==> src/rtl/rsh_pkg.sv <==
package rsh_pkg;

  // ==========================================================
  // Widths
  // ==========================================================
  localparam int DAC_W = 10;
  localparam int DIV_W = 10;
  localparam int SYNC_N = 5;

  // ==========================================================
  // Input select modes
  // ==========================================================
  localparam logic [2:0] MODE_MAN0 = 3'h0;
  localparam logic [2:0] MODE_MAN1 = 3'h1;
  localparam logic [2:0] MODE_MAN2 = 3'h2;
  localparam logic [2:0] MODE_PIN = 3'h3;
  localparam logic [2:0] MODE_AUTO = 3'h4;
  localparam logic [2:0] MODE_AUTO_PIN = 3'h6;

  // ==========================================================
  // Holdover enable field and field positions
  // ==========================================================
  localparam logic [1:0] HOLD_ENABLED = 2'h2;
  localparam logic [1:0] HOLD_DISABLED = 2'h0;
  localparam int SYN_PIN_A = 0;
  localparam int SYN_PIN_B = 1;
  localparam int SYN_LOCK1 = 2;
  localparam int SYN_LOCK2 = 3;
  localparam int SYN_WIN = 4;

  // ==========================================================
  // Reset values
  // ==========================================================
  localparam logic [1:0] ACTIVE_RST = 2'h0;
  localparam logic [DAC_W-1:0] DAC_RST = 10'h000;
  localparam logic [DIV_W-1:0] DIV_RST = 10'h000;

  // ==========================================================
  // Status pin sources
  // ==========================================================
  typedef enum logic [2:0] {
    SRC_LOW = 3'b000,
    SRC_LOCK1 = 3'b001,
    SRC_LOCK2 = 3'b010,
    SRC_LOCK_BOTH = 3'b011,
    SRC_HOLDOVER = 3'b100,
    SRC_RAIL = 3'b101
  } rsh_pin_src_t;

  typedef enum logic {
    ST_RUN = 1'b0,
    ST_HOLD = 1'b1
  } rsh_state_t;

  typedef struct packed {
    logic dac_track_enable;
    logic dac_manual_select;
    logic [DAC_W-1:0] dac_manual_value;
    logic [DIV_W-1:0] dac_update_divider;
  } rsh_dac_cfg_t;

  typedef struct packed {
    logic rail_trip_enable;
    logic [DAC_W-1:0] rail_high_threshold;
    logic [DAC_W-1:0] rail_low_threshold;
  } rsh_rail_cfg_t;

endpackage

==> src/rtl/rsh_ref_switch_holdover_ctrl.sv <==
`timescale 1ns/1ps
// Summary of operation
// - Pin-select with holdover: hold, then switch
// - Mode 4: advance to next enabled input, wrapping
// - Mode 4 never chooses disabled inputs; mode 6 follows the pins
// - New auto mode keeps active input if locked
// - Mask gates lock-loss events in mode 4
// - Lock must return high between events
// - Rail trip enters holdover, then event
// - Mode 4 holdover: advance, exit, keep
// - Mode 4 no holdover: advance at once
// - Mode 6 picks input from select pins
// - Mode 6 takes pin input, holdover optional
// - Holdover: pump high-Z, fixed tuning voltage
// - Holdover only when field is 2; force
// - Fixed sub-mode when manual DAC selected
// - Tracking DAC updates per divided period
// - Entry conditions for lock loss, rail trip
// - Holdover status flags and loop2 lock kept
// - Pump value from manual or tracked DAC
// - Holdover status routable to status pins
// - Exit on frequency window or disable
// - Manual modes force the chosen input
module rsh_ref_switch_holdover_ctrl (
  input wire logic clk_i, // Loop1 phase detector domain clock
  input wire logic resetn_i, // Async reset, active low
  input wire logic [2:0] input_select_mode_i, // Selection mode
  input wire logic [2:0] input_enable_bits_i, // Per-input enables
  input wire logic lock_loss_trigger_mask_i, // Masks lock-loss event
  input wire logic [1:0] holdover_enable_field_i, // 2 enables holdover
  input wire logic holdover_force_i, // Forces holdover
  input wire rsh_pkg::rsh_dac_cfg_t dac_cfg_i, // DAC configuration
  input wire rsh_pkg::rsh_rail_cfg_t rail_cfg_i, // Rail trip setup
  input wire logic sel_pin_a_i, // Select pin A (async)
  input wire logic sel_pin_b_i, // Select pin B (async)
  input wire logic sel_pin_invert_i, // Inverts select pins
  input wire logic loop1_lock_raw_i, // Loop1 lock detector (async)
  input wire logic loop2_lock_raw_i, // Loop2 lock detector (async)
  input wire logic freq_window_ok_i, // Within ppm window (async)
  input wire logic pd_tick_i, // One pulse per loop1 PD period
  input wire logic [rsh_pkg::DAC_W-1:0] vtune_code_i, // Tuning voltage
  input wire rsh_pkg::rsh_pin_src_t holdover_pin_source_i, // Pin mux
  input wire rsh_pkg::rsh_pin_src_t lock_pin_source_i, // Pin mux
  output logic [1:0] active_input_o, // Active reference index
  output logic holdover_o, // Holdover status
  output logic loop1_lock_flag_o, // Loop1 lock flag
  output logic loop2_lock_flag_o, // Loop2 lock flag
  output logic pump_hiz_o, // Loop1 charge pump high-Z
  output logic [rsh_pkg::DAC_W-1:0] loop1_pump_output_o, // DAC drive
  output logic [rsh_pkg::DAC_W-1:0] dac_readback_o, // Tracked DAC
  output logic switch_event_o, // Accepted switch event pulse
  output logic holdover_pin_o, // Status pin
  output logic lock_pin_o // Status pin
);

  // ==========================================================
  // Input synchronisers
  // ==========================================================
  logic [rsh_pkg::SYNC_N-1:0] async_in;
  logic [rsh_pkg::SYNC_N-1:0] sync_meta_reg;
  logic [rsh_pkg::SYNC_N-1:0] sync_reg;

  assign async_in = {freq_window_ok_i, loop2_lock_raw_i,
                     loop1_lock_raw_i, sel_pin_b_i, sel_pin_a_i};

  genvar gi;
  generate
    for (gi = 0; gi < rsh_pkg::SYNC_N; gi = gi + 1)
    begin : g_sync
      always_ff @(posedge clk_i or negedge resetn_i)
      begin
        if (!resetn_i)
        begin
          sync_meta_reg[gi] <= 1'b0;
          sync_reg[gi] <= 1'b0;
        end
        else
        begin
          sync_meta_reg[gi] <= async_in[gi];
          sync_reg[gi] <= sync_meta_reg[gi];
        end
      end
    end
  endgenerate

  // ==========================================================
  // Pin decode
  // ==========================================================
  logic pin_a, pin_b, plain_pin_hold;
  logic [1:0] auto_pin_sel, plain_pin_sel;

  assign pin_a = sync_reg[rsh_pkg::SYN_PIN_A] ^ sel_pin_invert_i;
  assign pin_b = sync_reg[rsh_pkg::SYN_PIN_B] ^ sel_pin_invert_i;

  always_comb
  begin
    if (pin_a)
      auto_pin_sel = 2'h0;
    else if (pin_b)
      auto_pin_sel = 2'h1;
    else
      auto_pin_sel = 2'h2;
  end

  // Both pins high requests holdover in plain pin mode
  assign plain_pin_sel = {pin_b & ~pin_a, pin_a & ~pin_b};
  assign plain_pin_hold = pin_a & pin_b;

  // ==========================================================
  // Priority search over enabled inputs
  // ==========================================================
  function automatic logic [2:0] next_enabled(
    input logic [1:0] cur,
    input logic [2:0] en
  );
    logic [2:0] res;
    res = {1'b0, cur};
    for (int k = 2; k >= 0; k--)
    begin
      if (en[k] && (k > int'(cur)))
        res = {1'b1, 2'(k)};
    end
    if (!res[2])
    begin
      for (int k = 2; k >= 0; k--)
      begin
        if (en[k])
          res = {1'b1, 2'(k)};
      end
    end
    next_enabled = res;
  endfunction

  // ==========================================================
  // Event detection
  // ==========================================================
  rsh_pkg::rsh_state_t state_reg;
  logic in_hold, lock_eff, lock_eff_q, lock_fall, armed_reg;
  logic rail_cond, rail_q, rail_edge, win_q, exit_rise;
  logic [1:0] pins_q;
  logic pin_change, hold_ok, mode_auto, mode_apin, mode_pin;
  logic auto_ev, pin_ev, hold_enter, hold_exit, mode_new;
  logic [2:0] mode_q, nxt, first_en;

  assign in_hold = (state_reg == rsh_pkg::ST_HOLD);
  assign hold_ok = (holdover_enable_field_i == rsh_pkg::HOLD_ENABLED);
  assign mode_auto = (input_select_mode_i == rsh_pkg::MODE_AUTO);
  assign mode_apin = (input_select_mode_i == rsh_pkg::MODE_AUTO_PIN);
  assign mode_pin = (input_select_mode_i == rsh_pkg::MODE_PIN);
  assign mode_new = (input_select_mode_i != mode_q);

  // Lock flag drops in holdover so a rail trip yields an event
  assign lock_eff = sync_reg[rsh_pkg::SYN_LOCK1] & ~in_hold;
  assign lock_fall = lock_eff_q & ~lock_eff;

  assign rail_cond = rail_cfg_i.rail_trip_enable &
    ((vtune_code_i >= rail_cfg_i.rail_high_threshold) |
     (vtune_code_i <= rail_cfg_i.rail_low_threshold));
  assign rail_edge = rail_cond & ~rail_q;
  assign exit_rise = sync_reg[rsh_pkg::SYN_WIN] & ~win_q;
  assign pin_change = ({pin_b, pin_a} != pins_q) & mode_pin;

  // Mask gates events only in the priority mode; it gates lock-loss holdover entry in every mode but 6
  assign auto_ev = armed_reg & lock_fall &
    ((mode_auto & ~lock_loss_trigger_mask_i) | mode_apin);
  assign pin_ev = pin_change;

  assign hold_enter = ~in_hold & (holdover_force_i
    | (hold_ok & lock_fall & ~lock_loss_trigger_mask_i)
    | (hold_ok & auto_ev)
    | (hold_ok & pin_ev)
    | (hold_ok & rail_edge & dac_cfg_i.dac_track_enable
       & dac_cfg_i.dac_manual_select));

  // Force holds the state; disabling the field exits at once
  assign hold_exit = in_hold & ~holdover_force_i &
    (~hold_ok | (exit_rise & ~(mode_pin & plain_pin_hold)));

  assign nxt = next_enabled(active_input_o, input_enable_bits_i);
  assign first_en = next_enabled(2'h2, input_enable_bits_i);

  always_ff @(posedge clk_i or negedge resetn_i)
  begin
    if (!resetn_i)
    begin
      lock_eff_q <= 1'b0;
      rail_q <= 1'b0;
      win_q <= 1'b0;
      pins_q <= 2'h0;
      mode_q <= rsh_pkg::MODE_MAN0;
    end
    else
    begin
      lock_eff_q <= lock_eff;
      rail_q <= rail_cond;
      win_q <= sync_reg[rsh_pkg::SYN_WIN];
      pins_q <= {pin_b, pin_a};
      mode_q <= input_select_mode_i;
    end
  end

  always_ff @(posedge clk_i or negedge resetn_i)
  begin
    if (!resetn_i)
      armed_reg <= 1'b1;
    else if (auto_ev)
      armed_reg <= 1'b0;
    else if (lock_eff)
      armed_reg <= 1'b1;
  end

  // ==========================================================
  // Holdover state
  // ==========================================================
  always_ff @(posedge clk_i or negedge resetn_i)
  begin
    if (!resetn_i)
      state_reg <= rsh_pkg::ST_RUN;
    else
    begin
      unique case (state_reg)
        rsh_pkg::ST_RUN:
        begin
          if (hold_enter)
            state_reg <= rsh_pkg::ST_HOLD;
        end
        rsh_pkg::ST_HOLD:
        begin
          if (hold_exit)
            state_reg <= rsh_pkg::ST_RUN;
        end
      endcase
    end
  end

  // ==========================================================
  // Active input selection
  // ==========================================================
  logic [1:0] pend_reg;

  always_ff @(posedge clk_i or negedge resetn_i)
  begin
    if (!resetn_i)
    begin
      active_input_o <= rsh_pkg::ACTIVE_RST;
      pend_reg <= rsh_pkg::ACTIVE_RST;
    end
    else if (input_select_mode_i <= rsh_pkg::MODE_MAN2)
      active_input_o <= input_select_mode_i[1:0];
    else if (mode_new && (mode_auto || mode_apin))
    begin
      // Without lock there is nothing worth keeping
      if (!loop1_lock_flag_o && mode_auto && first_en[2])
        active_input_o <= first_en[1:0];
      else if (!loop1_lock_flag_o && mode_apin)
        active_input_o <= auto_pin_sel;
    end
    else if (auto_ev && mode_auto && nxt[2])
      active_input_o <= nxt[1:0];
    else if (auto_ev && mode_apin)
      active_input_o <= auto_pin_sel;
    else if (pin_ev && !plain_pin_hold)
    begin
      pend_reg <= plain_pin_sel;
      if (!hold_ok)
        active_input_o <= plain_pin_sel;
    end
    else if (mode_pin && hold_exit)
      active_input_o <= pend_reg;
  end

  // ==========================================================
  // Tracking DAC
  // ==========================================================
  logic [rsh_pkg::DIV_W-1:0] div_cnt_reg;
  logic dac_tick;
  logic fixed_mode;

  assign dac_tick = pd_tick_i &
    ((div_cnt_reg + 10'h001) >= dac_cfg_i.dac_update_divider);

  always_ff @(posedge clk_i or negedge resetn_i)
  begin
    if (!resetn_i)
      div_cnt_reg <= rsh_pkg::DIV_RST;
    else if (!dac_cfg_i.dac_track_enable)
      div_cnt_reg <= rsh_pkg::DIV_RST;
    else if (dac_tick)
      div_cnt_reg <= rsh_pkg::DIV_RST;
    else if (pd_tick_i)
      div_cnt_reg <= div_cnt_reg + 10'h001;
  end

  // Tracked value freezes in holdover: last valid voltage
  always_ff @(posedge clk_i or negedge resetn_i)
  begin
    if (!resetn_i)
      dac_readback_o <= rsh_pkg::DAC_RST;
    else if (dac_cfg_i.dac_track_enable && dac_tick && !in_hold)
      dac_readback_o <= vtune_code_i;
  end

  // Tracked sub-mode is not valid with rail trip, so fall to fixed
  assign fixed_mode = dac_cfg_i.dac_manual_select |
    ~dac_cfg_i.dac_track_enable |
    rail_cfg_i.rail_trip_enable;

  always_ff @(posedge clk_i or negedge resetn_i)
  begin
    if (!resetn_i)
      loop1_pump_output_o <= rsh_pkg::DAC_RST;
    else if (fixed_mode)
      loop1_pump_output_o <= dac_cfg_i.dac_manual_value;
    else
      loop1_pump_output_o <= dac_readback_o;
  end

  // ==========================================================
  // Status outputs
  // ==========================================================
  function automatic logic pin_mux(
    input rsh_pkg::rsh_pin_src_t src,
    input logic l1,
    input logic l2,
    input logic ho,
    input logic rail
  );
    unique case (src)
      rsh_pkg::SRC_LOW: pin_mux = 1'b0;
      rsh_pkg::SRC_LOCK1: pin_mux = l1;
      rsh_pkg::SRC_LOCK2: pin_mux = l2;
      rsh_pkg::SRC_LOCK_BOTH: pin_mux = l1 & l2;
      rsh_pkg::SRC_HOLDOVER: pin_mux = ho;
      rsh_pkg::SRC_RAIL: pin_mux = rail;
      default: pin_mux = 1'b0;
    endcase
  endfunction

  assign holdover_o = in_hold;
  assign pump_hiz_o = in_hold;
  assign loop1_lock_flag_o = lock_eff;
  assign loop2_lock_flag_o = sync_reg[rsh_pkg::SYN_LOCK2];
  assign switch_event_o = auto_ev | pin_ev;

  always_ff @(posedge clk_i or negedge resetn_i)
  begin
    if (!resetn_i)
    begin
      holdover_pin_o <= 1'b0;
      lock_pin_o <= 1'b0;
    end
    else
    begin
      holdover_pin_o <= pin_mux(holdover_pin_source_i, lock_eff,
        loop2_lock_flag_o, in_hold, rail_cond);
      lock_pin_o <= pin_mux(lock_pin_source_i, lock_eff,
        loop2_lock_flag_o, in_hold, rail_cond);
    end
  end

endmodule

==> config.mk <==
export PLATFORM = sky130hd
export DESIGN_NAME = rsh_ref_switch_holdover_ctrl
export DESIGN_NICKNAME = d
export VERILOG_FILES = /design/src/rtl/rsh_pkg.sv /design/src/rtl/rsh_ref_switch_holdover_ctrl.sv
export SDC_FILE = /design/constraint.sdc
export NUM_CORES = 1
export LEC_CHECK = 0
export BUFFER_PORTS_ARGS = -buffer_cell sky130_fd_sc_hd__buf_4
export CORE_MARGIN = 3
export CORE_UTILIZATION = 45
export CTS_CLUSTER_DIAMETER = 60
export DETAILED_ROUTE_END_ITERATION = 12
export GPL_TIMING_DRIVEN = 1
export PLACE_DENSITY_LB_ADDON = 0.1
export SYNTH_ARGS = -nofsm -noshare
export SYNTH_HDL_FRONTEND = slang
export SYNTH_SLANG_ARGS = --single-unit
export TNS_END_PERCENT = 30
==> constraint.sdc <==
create_clock -name clk_i -period 2.7 [get_ports clk_i]
set_input_delay 0.54 -clock clk_i [delete_from_list [all_inputs] [get_ports clk_i]]
set_output_delay 0.54 -clock clk_i [all_outputs]
set_load 0.01 [all_outputs]
==> results.txt <==
- The finished cells cover 4590 µm².
- H-tree lvl count: 2
* Maximum number of pins on one net before global-route repair: 57
* Net Sw Power: 0.000562 W
- Die extent in y: 94.1 µm
- In this run the core area contains 31 standard-cell rows.
* Total power after layout: 0.00190 W
- Relative to the synthesized area, the layout overhead comes to 31.4%.
* Setup repair after global routing missed its margin: true
- The library cell used most frequently in the layout, excluding fill and tap cells, is sky130_fd_sc_hd__buf_4.
- The total area inside the core boundary comes to 7370 µm².
- The top cell type by area accounts for 39.4% of the synthesized area.
- The first global-routing pass estimated 14.0 mm of wire.
- Setup violation total in the final timing report: 0
* Total standard cell area after synthesis: 3490 µm²
- Worst-case vdd ir drop: 0.000309 V
- Final estimated routing congestion in global placement: 0.884
- The net count of the finished layout is 583.
* Flop and latch count out of synthesis: 56
* Power share of the sequential group: 49.7%
- The worst setup path is of the reg -> reg kind.
* Vias per inst: 5.18
* Reg area: 1400 µm²
- Area occupied by multi-input gates: 1900 µm²
* Clk Latency, worst-skew pair: 0.31 ns
* Max-slew violation count: 0
* TritonCTS Sinks: 56
* Initial antenna violation count: 0
- Net switching share of the total power: 29.6%
- Along the worst path, the maximum fanout reaches 10.
* Worst reg2reg startpoint: div_cnt_reg[2]
* Layout filler cell count: 650
* Post-route fraction of the period consumed by the critical path: 99.3%
- When the netlist entered floorplanning its net count stood at 466.
- Initial Util: 47.4%
- Clock tree from TritonCTS: built
- Syn Area/Cell: 9.78 µm²
* Global route total overflow: 0
- For the pin with the worst max-slew slack, the measured transition is 0.690 ns.
- For this run, the detailed router's first-pass iteration total came to 5.
* Final period demand of the worst path: 2.68 ns
- Number of max-capacitance violations reported: 0
* Post-detailed-route count of antenna-violating nets: 0
- Total power density per cell area: 414 nW/µm²
* Number of cells in the finished layout apart from fillers: 574
- Number of design-rule violations left by the first detailed-router iteration: 170
- In this run, the clock network consumes 24.8% of the power.
* Yosys synthesis warning count: 0
- Number of antenna cells inserted: 0
* Total of buffers placed on input and output ports: 106
- GRT Util Overall: 20.0%
* CP Capture Type: flop
* Detailed placement HPWL: 6.69 mm
* Number of buffers created by CTS: 5
* Data required time of the critical path: 2.90 ns
- Overall die area: 8850 µm²
* Share of synthesized registers carrying an async set or reset: 100%
* Critical path launch point type: flop
- Root Driver: sky130_fd_sc_hd__clkbuf_8
- Overall die width: 94.1 µm
- In this run the critical register-to-register path is captured at dac_readback_o[5].
* Fin util: 62.2%
- Clock-pin slew was measured on the worst setup and hold paths at 0.10 ns.
* Buffers from clock root to sink, at most: 2
- EDFF count, synth: 0
- Result of the run: complete, no violations
- Worst setup skew after layout: 0.00598 ns
* Register-to-Register Path Depth: 13
* Final Hold Fails: 0
* Ports: 107
- Yosys top cell by area: sky130_fd_sc_hd__dfrtp_1
- Detailed-route wire length: 8.37 mm
- Placed instance count: 563
- Power share of the combinational group: 25.5%
- Counting every instance in the synthesized netlist gives 357.
* Top library cells by usage in the layout, fill and taps aside: 118 x sky130_fd_sc_hd__buf_4, 54 x sky130_fd_sc_hd__dfrtp_1, 44 x sky130_fd_sc_hd__inv_1
- In the post-synthesis netlist, the biggest area contributors are sky130_fd_sc_hd__dfrtp_1 39%, sky130_fd_sc_hd__ha_1 11%, sky130_fd_sc_hd__mux2_2 6.8%.
- Timing would allow up to 373 MHz.
* Max-Slew Margin vs Limit: 54.0%
* Setup slack at placement: -0.138 ns
- Internal power contribution: 0.00134 W
- Sequential cells were found to cover 40.2% of the synthesized design area.
- Arr. time, crit path: 2.89 ns
- The final route contains 2,975 vias.
- In the final routed layout, each cell accounts on average for 14.6 µm.
* Leakage component of the power: 2.35 nW
- In this run the worst hold path is classified as in -> async.
* Fraction of layout cells with a size suffix above 1: 34.3%
* Flop-to-flop setup slack: 0.02 ns
- DP Area: 4430 µm²
- Number of design rule violations left after detail routing: 0
- Worst Slack Setup Final: 0.0183 ns
- Synth unique cells: 59
- Vias in the first global route: 2,978
* Most used DFF post-synth: sky130_fd_sc_hd__dfrtp_1
## per-stage QoR
| stage | TNS [ns] | hold slack [ns] |
|---|---|---|
| 3_5_place_dp | -1.39 | 0.335 |
| 5_1_grt | -1.84 | 0.305 |
| 4_1_cts | 0 | 0.294 |
| 3_3_place_gp | -0.234 | 0.333 |
| 2_1_floorplan | 0 | 0.244 |
| 6_report | 0 | 0.259 |
## cells by family (layout without fill, tap and decap cells)
| logic type | Yosys count | in the layout | synth area share (%) |
|---|---|---|---|
| muxes | 26 | 26 | 8.35 |
| xor gates and xnor gates | 15 | 15 | 4.16 |
| DFF | 56 | 56 | 40.2 |
| and+or+nand+nor | 95 | 95 | 15.0 |
| AOI/OAI and AO/OA | 81 | 81 | 15.0 |
| adders and majority gates | 31 | 31 | 11.1 |
| buffers and inverters | 53 | 171 | 6.20 |
## Yosys cell counts (5+ instances only)
master / n
sky130_fd_sc_hd__mux2_2: 21
sky130_fd_sc_hd__nand2_1: 25
sky130_fd_sc_hd__o21ai_0: 22
sky130_fd_sc_hd__nand2b_1: 8
sky130_fd_sc_hd__a21o_1: 7
sky130_fd_sc_hd__nand3_1: 18
sky130_fd_sc_hd__dfrtp_1: 55
sky130_fd_sc_hd__ha_1: 31
sky130_fd_sc_hd__nor2b_1: 7
sky130_fd_sc_hd__xnor2_1: 10
sky130_fd_sc_hd__nand4_1: 6
sky130_fd_sc_hd__inv_1: 44
sky130_fd_sc_hd__a211oi_1: 6
sky130_fd_sc_hd__a31oi_1: 5
sky130_fd_sc_hd__nor2_1: 11
sky130_fd_sc_hd__a21oi_1: 16
## repair_timing
item,4_1_cts,5_1_grt
buffers inserted,2,2
endpoints found under the setup margin,19,20
gates resized for setup,5,11
hold buffers,0,0
pin swaps,5,10
endpoints found under the hold margin,0,0
## power by group through the flow
stage | Sequential (W) | Combinational [W] | Clock (W)
3_3_place_gp | 0.000956 | 0.000476 | 0
2_1_floorplan | 0.000963 | 0.000241 | 0
3_5_place_dp | 0.000958 | 0.000484 | 0
5_1_grt | 0.000953 | 0.000543 | 0.000520
4_1_cts | 0.000943 | 0.000487 | 0.000483
6_report | 0.000943 | 0.000484 | 0.000471
## per-layer routing
| metal | wire, µm | GRT usage [%] | share of wire, % | vias up |
|---|---|---|---|---|
| li1 | - | - | - | 1493 |
| met1 | 3650 | 26.4 | 44 | 1385 |
| met2 | 4090 | 33.6 | 49 | 87 |
| met3 | 530 | 4.09 | 6.3 | 10 |
| met4 | 99 | 5.05 | 1.2 | 0 |
| met5 | 0 | 0 | 0 | - |
## worst max-delay path: stages, from the launching register on
cell,delay [ns]
sky130_fd_sc_hd__dfrtp_1,0.38
sky130_fd_sc_hd__nand3_2,0.10
sky130_fd_sc_hd__nor2_2,0.10
sky130_fd_sc_hd__nand4_1,0.14
sky130_fd_sc_hd__nor2_1,0.17
sky130_fd_sc_hd__xnor2_1,0.14
sky130_fd_sc_hd__inv_1,0.07
sky130_fd_sc_hd__ha_2,0.18
sky130_fd_sc_hd__or4_4,0.42
sky130_fd_sc_hd__a221oi_2,0.17
sky130_fd_sc_hd__o21a_1,0.22
sky130_fd_sc_hd__nor4_4,0.06
sky130_fd_sc_hd__buf_12,0.15
sky130_fd_sc_hd__mux2_2,0.27
## cell type report
cell class,count,share of cell area [%]
Tap cell,99,2.70
Multi-Input combinational cell,248,41.3
Sequential cell,56,30.6
Inverter,44,3.60
Clock buffer,5,1.50
Clock inverter,3,0.491
Timing Repair Buffer,119,19.8
## worst max path at each step
stage	cells after the start	end	start	slack, ns
after global routing	13	dac_readback_o[3]	div_cnt_reg[2]	-0.13
after CTS	13	dac_readback_o[5]	div_cnt_reg[3]	0.008
after floorplan	11	dac_readback_o[0]	div_cnt_reg[2]	0.07
after global placement	11	dac_readback_o[8]	div_cnt_reg[3]	-0.02
after detailed placement	11	dac_readback_o[6]	div_cnt_reg[3]	-0.14
final	13	dac_readback_o[5]	div_cnt_reg[2]	0.02
Note: power is estimated with default switching activity, not from simulation.
